### src/phy_regs_defines.svh
// register offsets, field positions, reset values and masks for the
// transceiver status and interrupt-enable register bank
// assumes a wishbone slave with 32-bit data, one register per word
`ifndef PHY_REGS_DEFINES_SVH
`define PHY_REGS_DEFINES_SVH

`define IDX_LINK_STATUS_SUMMARY 6'h11
`define IDX_INTERRUPT_ENABLE_MASK 6'h12
`define IDX_INTERRUPT_PENDING_FLAGS 6'h13
`define IDX_SECOND_CONFIG_WORD 6'h14

`define LSS_RESET 16'h0002
`define LSS_PAGE_BIT 12
`define IEM_RESET 16'h0000
`define IEM_WRITABLE 16'hfd7f
`define IPF_RESET 16'h0000
`define SCW_RESET 16'h2000
`define SCW_WRITABLE 16'h2000
`define SCW_IRQ_POLARITY_BIT 13

`endif

### src/phy_regs_pkg.sv
// types shared by the status and interrupt-enable register bank
// assumes nothing beyond the defines header
package phy_regs_pkg;

  // laid out exactly as the status word reads
  typedef struct packed {
    logic [1:0] resolved_rate_code;
    logic full_duplex;
    logic page_seen;
    logic resolved;
    logic link_up;
    logic pairs_cd_crossover_flag;
    logic pairs_ab_crossover_flag;
    logic downshift_active_flag;
    logic sleeping;
    logic [3:0] channel_polarity_flags;
    logic pol10_correct;
    logic jabber;
  } link_summary_t;

  // one-cycle event pulses, laid out as the enable mask
  typedef struct packed {
    logic negotiation_fault;
    logic rate_change;
    logic duplex_change;
    logic page_received;
    logic negotiation_done;
    logic link_change;
    logic rsvd9;
    logic false_carrier;
    logic rsvd7;
    logic crossover_change;
    logic downshift_event;
    logic sleep_change;
    logic wake_packet;
    logic mac_if_error;
    logic polarity_change;
    logic jabber;
  } irq_events_t;

endpackage

### src/phy_status_irq_enable_regs.sv
// status summary, interrupt enable, pending flags and interrupt pin
// assumes status and event inputs come from logic on clk_i
//
// Register access over Wishbone was decided locally.
`timescale 1ns/1ps
`default_nettype none
`include "phy_regs_defines.svh"

module phy_status_irq_enable_regs (
  input wire logic clk_i, // 250 MHz core clock
  input wire logic rst_i, // synchronous reset, active high
  input wire logic wb_cyc_i, // bus cycle
  input wire logic wb_stb_i, // strobe
  input wire logic wb_we_i, // write enable
  input wire logic [7:0] wb_adr_i, // byte address
  input wire logic [3:0] wb_sel_i, // byte lane selects
  input wire logic [31:0] wb_dat_i, // write data
  output logic [31:0] wb_dat_o, // read data
  output logic wb_ack_o, // acknowledge
  input wire phy_regs_pkg::link_summary_t status_i, // live status
  input wire phy_regs_pkg::irq_events_t event_i, // event pulses
  output logic irq_pin_o // interrupt pin, polarity programmable
);

  logic ack_ff;
  logic [31:0] rd_ff;
  phy_regs_pkg::link_summary_t status_ff;
  logic page_ff;
  logic [15:0] mask_ff;
  logic [15:0] pend_ff;
  logic [15:0] cfg_ff;
  logic irq_ff;
  logic req;
  logic rd_hit;
  logic wr_hit;
  logic [5:0] idx;
  logic [15:0] events;
  logic [15:0] status_word;
  logic any_pending;

  // merge byte lanes 0 and 1 into a 16-bit register
  function automatic logic [15:0] lane_merge(
    input logic [15:0] old_v,
    input logic [31:0] dat,
    input logic [3:0] sel,
    input logic [15:0] writable
  );
    logic [15:0] v;
    v = old_v;
    if (sel[0])
    begin
      v[7:0] = dat[7:0];
    end
    if (sel[1])
    begin
      v[15:8] = dat[15:8];
    end
    lane_merge = (v & writable) | (old_v & ~writable);
  endfunction

  // a single-wait-state answer: ack rises one edge after the strobe
  assign req = wb_cyc_i & wb_stb_i & ~ack_ff;
  assign idx = wb_adr_i[7:2];
  assign rd_hit = req & ~wb_we_i;
  assign wr_hit = req & wb_we_i;
  assign events = event_i;

  // page bit comes from its latch, everything else is the live copy
  always_comb
  begin
    status_word = status_ff;
    status_word[`LSS_PAGE_BIT] = page_ff;
  end

  always_ff @(posedge clk_i)
  begin
    if (rst_i)
    begin
      ack_ff <= 1'b0;
    end
    else
    begin
      ack_ff <= req;
    end
  end

  // unmapped words read zero and ignore writes, but are still acked
  always_ff @(posedge clk_i)
  begin
    if (rst_i)
    begin
      rd_ff <= 32'h0000_0000;
    end
    else if (rd_hit)
    begin
      unique case (idx)
        `IDX_LINK_STATUS_SUMMARY: rd_ff <= {16'h0000, status_word};
        `IDX_INTERRUPT_ENABLE_MASK: rd_ff <= {16'h0000, mask_ff};
        `IDX_INTERRUPT_PENDING_FLAGS: rd_ff <= {16'h0000, pend_ff};
        `IDX_SECOND_CONFIG_WORD: rd_ff <= {16'h0000, cfg_ff};
        default: rd_ff <= 32'h0000_0000;
      endcase
    end
  end

  // live status sampled each cycle; polarity bit resets to correct
  always_ff @(posedge clk_i)
  begin
    if (rst_i)
    begin
      status_ff <= `LSS_RESET;
    end
    else
    begin
      status_ff <= status_i;
    end
  end

  // set wins over the clear of a simultaneous status read
  always_ff @(posedge clk_i)
  begin
    if (rst_i)
    begin
      page_ff <= 1'b0;
    end
    else if (event_i.page_received)
    begin
      page_ff <= 1'b1;
    end
    else if (rd_hit && idx == `IDX_LINK_STATUS_SUMMARY)
    begin
      page_ff <= 1'b0;
    end
  end

  always_ff @(posedge clk_i)
  begin
    if (rst_i)
    begin
      mask_ff <= `IEM_RESET;
    end
    else if (wr_hit && idx == `IDX_INTERRUPT_ENABLE_MASK)
    begin
      mask_ff <= lane_merge(mask_ff, wb_dat_i, wb_sel_i, `IEM_WRITABLE);
    end
  end

  // flags latch regardless of enables; a read clears, new events win
  always_ff @(posedge clk_i)
  begin
    if (rst_i)
    begin
      pend_ff <= `IPF_RESET;
    end
    else if (rd_hit && idx == `IDX_INTERRUPT_PENDING_FLAGS)
    begin
      pend_ff <= events & `IEM_WRITABLE;
    end
    else
    begin
      pend_ff <= pend_ff | (events & `IEM_WRITABLE);
    end
  end

  always_ff @(posedge clk_i)
  begin
    if (rst_i)
    begin
      cfg_ff <= `SCW_RESET;
    end
    else if (wr_hit && idx == `IDX_SECOND_CONFIG_WORD)
    begin
      cfg_ff <= lane_merge(cfg_ff, wb_dat_i, wb_sel_i, `SCW_WRITABLE);
    end
  end

  assign any_pending = |(pend_ff & mask_ff);

  // registered pin so it never glitches while flags settle
  always_ff @(posedge clk_i)
  begin
    if (rst_i)
    begin
      irq_ff <= 1'b1; // inactive level for the default active-low pin
    end
    else
    begin
      irq_ff <= any_pending ^ cfg_ff[`SCW_IRQ_POLARITY_BIT];
    end
  end

  assign wb_ack_o = ack_ff;
  assign wb_dat_o = rd_ff;
  assign irq_pin_o = irq_ff;

endmodule // phy_status_irq_enable_regs

`default_nettype wire

### config.mk
export PLATFORM = sky130hd
export DESIGN_NAME = phy_status_irq_enable_regs
export DESIGN_NICKNAME = d
export VERILOG_FILES = /design/src/phy_regs_pkg.sv /design/src/phy_status_irq_enable_regs.sv
export VERILOG_INCLUDE_DIRS = /design/src
export SDC_FILE = /design/constraint.sdc
export NUM_CORES = 1
export LEC_CHECK = 0
export BUFFER_PORTS_ARGS = -buffer_cell sky130_fd_sc_hd__buf_2
export CORE_ASPECT_RATIO = 0.6
export CORE_MARGIN = 2
export CORE_UTILIZATION = 47
export CTS_CLUSTER_SIZE = 24
export DETAILED_ROUTE_END_ITERATION = 6
export PLACE_DENSITY_LB_ADDON = 0.08
export SYNTH_ARGS = -nofsm -noshare
export SYNTH_HDL_FRONTEND = slang
export SYNTH_SLANG_ARGS = --single-unit
export TNS_END_PERCENT = 10
### constraint.sdc
create_clock -name clk_i -period 1.75 [get_ports clk_i]
set_clock_uncertainty 0.05 [all_clocks]
set_input_delay 0.0875 -clock clk_i [delete_from_list [all_inputs] [get_ports clk_i]]
set_output_delay 0.0875 -clock clk_i [all_outputs]
set_load 0.005 [all_outputs]
After elaboration in Yosys (flattened, before gate mapping) --
Cells that the tools add are included.
Cells by class: equality and inequality tests 4, multiplexer cells 13, bitwise gates (word level) 11, reductions and logical operators 7
Operator list (count):
- 16-bit one-hot mux with 4 select lines | 1
- 6-bit by 5-bit == test with 1-bit output, second input constant | 4
- 8-bit 2-to-1 mux | 3
- 7-bit 2-to-1 mux | 3
- 6-bit 2-to-1 mux | 3
- 16-bit AND | 1
- 16-bit 2-to-1 mux | 1
- 14-bit by 16-bit OR with 16-bit output | 1
- 16-bit by 10-bit OR with 16-bit output | 1
- 16-bit OR | 1
- 16-bit OR reduction | 1
- 1-bit AND | 4
- 1-bit logical AND | 4
- 1-bit 2-to-1 mux | 2
- 1-bit NOT | 2
- 2-bit nonzero test | 1
- 2-bit OR reduction | 1
- 1-bit XOR | 1
Storage, ports and cells: bits in registers 98, bits of input ports 81, output and inout bits 34, logic and storage cells 54

Logic depth before layout (Yosys ltp) --
depth after elaboration 7, gate-level depth with buffers 6, gate-level depth less buffers 4

Worst setup path before layout --
OpenSTA, ideal clock, no wires.
kind register to register, start point register ack_ff (netlist: wb_ack_o), end point register rd_ff[0] (netlist: wb_dat_o[0]), setup time 0.086 ns, data arrival time 1.383 ns, data required time 1.614 ns, path slack 0.232 ns, cell stages (with the launch flop) 6, buffers on the path 1, period minus slack after synthesis 1.518 ns, cell sequence dfxtp_1 -> nand4bb_1 -> a211oi_4 -> buf_6 -> a21oi_1 -> a211oi_1
Between the ends: word-level cells in the longest chain between the ends 3
Ends and longest elaborated chain:
- start, declared | RTL line phy_status_irq_enable_regs.sv:25 | logic ack_ff;
- start signal, assigned | RTL line phy_status_irq_enable_regs.sv:83 | ack_ff <= req;
- 1-bit NOT | RTL line phy_status_irq_enable_regs.sv:62 | assign req = wb_cyc_i & wb_stb_i & ~ack_ff;
- 1-bit AND | RTL line phy_status_irq_enable_regs.sv:62
- 1-bit AND | RTL line phy_status_irq_enable_regs.sv:64 | assign rd_hit = req & ~wb_we_i;
- end signal, assigned | RTL line phy_status_irq_enable_regs.sv:97 | `IDX_LINK_STATUS_SUMMARY: rd_ff <= {16'h0000, status_word};
- end signal, assigned | RTL line phy_status_irq_enable_regs.sv:98 | `IDX_INTERRUPT_ENABLE_MASK: rd_ff <= {16'h0000, mask_ff};
- end signal, assigned | RTL line phy_status_irq_enable_regs.sv:99 | `IDX_INTERRUPT_PENDING_FLAGS: rd_ff <= {16'h0000, pend_ff};
- end, declared | RTL line phy_status_irq_enable_regs.sv:26 | logic [31:0] rd_ff;
Every way passes these cells. A chain may end at the register's enable or synchronous reset.

Worst setup path in the final report --
start point register ack_ff (netlist: wb_ack_o), end point register rd_ff[10] (netlist: wb_dat_o[10])
Same word-level chain as after synthesis.

==> run metrics <==
number of warnings issued by yosys=0; clock transition time at the flip-flop clock pins of the worst setup and hold paths=60 ps; Area growth, synth to finish=37.3%; post-synthesis area per instance=10.0 um^2; count of final setup violators=0; top library cells by usage in the layout, fill and taps aside=sky130_fd_sc_hd__buf_2 (73), sky130_fd_sc_hd__dfxtp_1 (63), sky130_fd_sc_hd__dlygate4sd3_1 (45); number of I/O port buffers=73; Vias/cell=5.16; number of nets in the layout=475; Core Rows=21; final worst path period need=1630 ps; DRC violation count after routing=0; Final GP Congestion=0.778; max-capacitance violation count=0; via count of the first global-routing pass=2283; post-synthesis sequential area ratio=47.0%; worst-path fanout max=17; total grt overflow=0; portion of synthesized cell area occupied by the leading cell type=47.0%; critical path class=reg2reg; Static Leakage=0.00165 uW; number of hold violations in the final report=0; number of instances in the synthesized netlist=268; leading cell type in the layout, fill and taps excluded=sky130_fd_sc_hd__buf_2; Antenna Cells=0; smallest hold slack=23.2 ps; final HPWL from detailed placement=4800 um; required time at the endpoint of the critical path=1880 ps; startpoint of the worst hold path=wb_sel_i[1]; share of the clock period used by the worst path after layout=93.0%; GRT Util Overall=24.1%; Post-synth EDFFs=0; Die Wd=102 um; number of storage elements in the synthesis netlist=63; first-pass GRT wire length=11600 um; CP Capture Type=flip-flop; run status=complete, no violations; Die Y-Extent=62.5 um; post-synthesis cell type count=38; fraction of synthesis flops using an asynchronous set or reset pin=0%; total number of vias=2471; CTS tree=yes; starting density of the core=48.4%; sum of negative setup slack=0 ps; latest clock arrival within the worst-skew pair=340 ps; area of the mapped netlist=2690 um^2; class of the most critical hold timing path=in2reg; routed wire length per instance=15.3 um; CP startpoint=wb_ack_o; drt first pass iters=5; post-route ant nets=0; Critical Path Source Type=flip-flop; post-synth top area cell=sky130_fd_sc_hd__dfxtp_1; number of setup buffers added after CTS=0; top_reg_cell synth=sky130_fd_sc_hd__dfxtp_1; number of DRC markers after the initial detailed-route iteration=192; Post-Route WL=7310 um; number of clock sinks seen by CTS=63; antenna violations before repair=0; Final WS setup=123 ps; final number of max-transition violations=0; fraction of final layout cells sized beyond drive strength 1=28.6%; Die Outline Area=6350 um^2; power per unit of standard cell area=818 nW/um^2; number of placed I/O pins=115; Root Buffer Master=sky130_fd_sc_hd__clkbuf_8; Worst Max-Slew Pin Slew=718 ps; CTS buffer count=9; arrival time reported for the critical path endpoint=1760 ps; f_max=0.615 GHz; pin count of the biggest net entering global routing=38; Max rail drop VDD=463 uV; worst r2r src=wb_ack_o; H-Tree Depth=3; worst setup slack after placement=135 ps; total core area=5540 um^2; Relative slew margins=52.1%; synth top area cells=sky130_fd_sc_hd__dfxtp_1 (47%), sky130_fd_sc_hd__mux2i_1 (6.0%), sky130_fd_sc_hd__a21oi_1 (5.8%), sky130_fd_sc_hd__a222oi_1 (4.8%), sky130_fd_sc_hd__buf_4 (4.5%); fill cell total of the finished layout=475; setup repair after global routing missed its margin=no; buffer depth of the longest clock path=2
metal layers:
layer	up-vias	wire [um]	track usage, %
met2	111	3250	36.3
met3	2	555	7.83
li1	1199	-	-
met1	1159	3480	33.6
met5	-	0	0
met4	0	24	5.74
cell type report:
| cell class | count | area, um^2 | share of cell area (%) |
|---|---|---|---|
| repair buffers | 133 | 941 | 25.5 |
| flip-flops and latches | 63 | 1260 | 34.2 |
| multi-input cells | 186 | 1190 | 32.3 |
| well taps | 80 | 100 | 2.72 |
| inverters | 1 | 3.75 | 0.102 |
| clock buffers | 12 | 145 | 3.94 |
| clock inverters | 4 | 45.0 | 1.22 |
where the power goes:
group | switching, uW | total, uW | internal (uW)
clock | 537 | 1230 | 690
combinational | 118 | 279 | 161
sequential | 30.4 | 1510 | 1480
total | 686 | 3020 | 2330
critical path, cell delays in order (launching register included):
cell and delay, ps:
sky130_fd_sc_hd__dfxtp_1 340, sky130_fd_sc_hd__nand4bb_2 310, sky130_fd_sc_hd__buf_4 240, sky130_fd_sc_hd__a222oi_1 380, sky130_fd_sc_hd__a211oi_1 140
registers in the layout, indices dropped and copies added (netlist names):
register / flops
status_ff: 15
wb_ack_o: 1
irq_pin_o: 1
mask_ff: 14
cfg_ff: 1
wb_dat_o: 16
pend_ff: 14
page_ff: 1
through the flow:
| stage | instances | cell area (um^2) | power, uW | utilization (%) |
|---|---|---|---|---|
| finish | 479 | 3690 | 3020 | 66.5 |
| CTS | 479 | 3680 | 3030 | 66.4 |
| global route | 479 | 3690 | 3130 | 66.5 |
| detailed placement | 418 | 3040 | 1740 | 54.8 |
| floorplan | 283 | 2740 | 1660 | - |
| global placement | 418 | 3040 | 1730 | 54.8 |
path summary, 6_finish.rpt:
kind / to / slack, ps / depth (start not counted)
max: wb_dat_o[10] / 120 / 4
min: cfg_ff[13] / 20 / 3
max reg2reg: wb_dat_o[10] / 120 / 4
min reg2reg: wb_dat_o[7] / 400 / 2
cells in the mapped netlist (all sizes together) (2+ instances only):
cell	count
nor3	2
nand2	17
a222oi	13
a21oi	31
buf	20
dfxtp	63
nor2	30
clkbuf	13
mux2i	16
nand3	3
or3b	2
a211oi	14
a22oi	7
nand4	4
and3	2
nor2b	16
logic make-up after synthesis:
| logic type | Yosys count | synth area share (%) |
|---|---|---|
| compound gates | 70 | 18.6 |
| buf+inv | 34 | 11.0 |
| flops | 63 | 47.0 |
| mux | 16 | 5.96 |
| other cells | 1 | 0.140 |
| simple gates | 84 | 17.3 |
repair_timing:
action	in CTS	in global routing
setup endpoints to repair	0	1
gates resized for setup	0	1
hold buffers	45	0
hold endpoints to repair	46	0
Note: power is estimated with default switching activity, not from simulation.
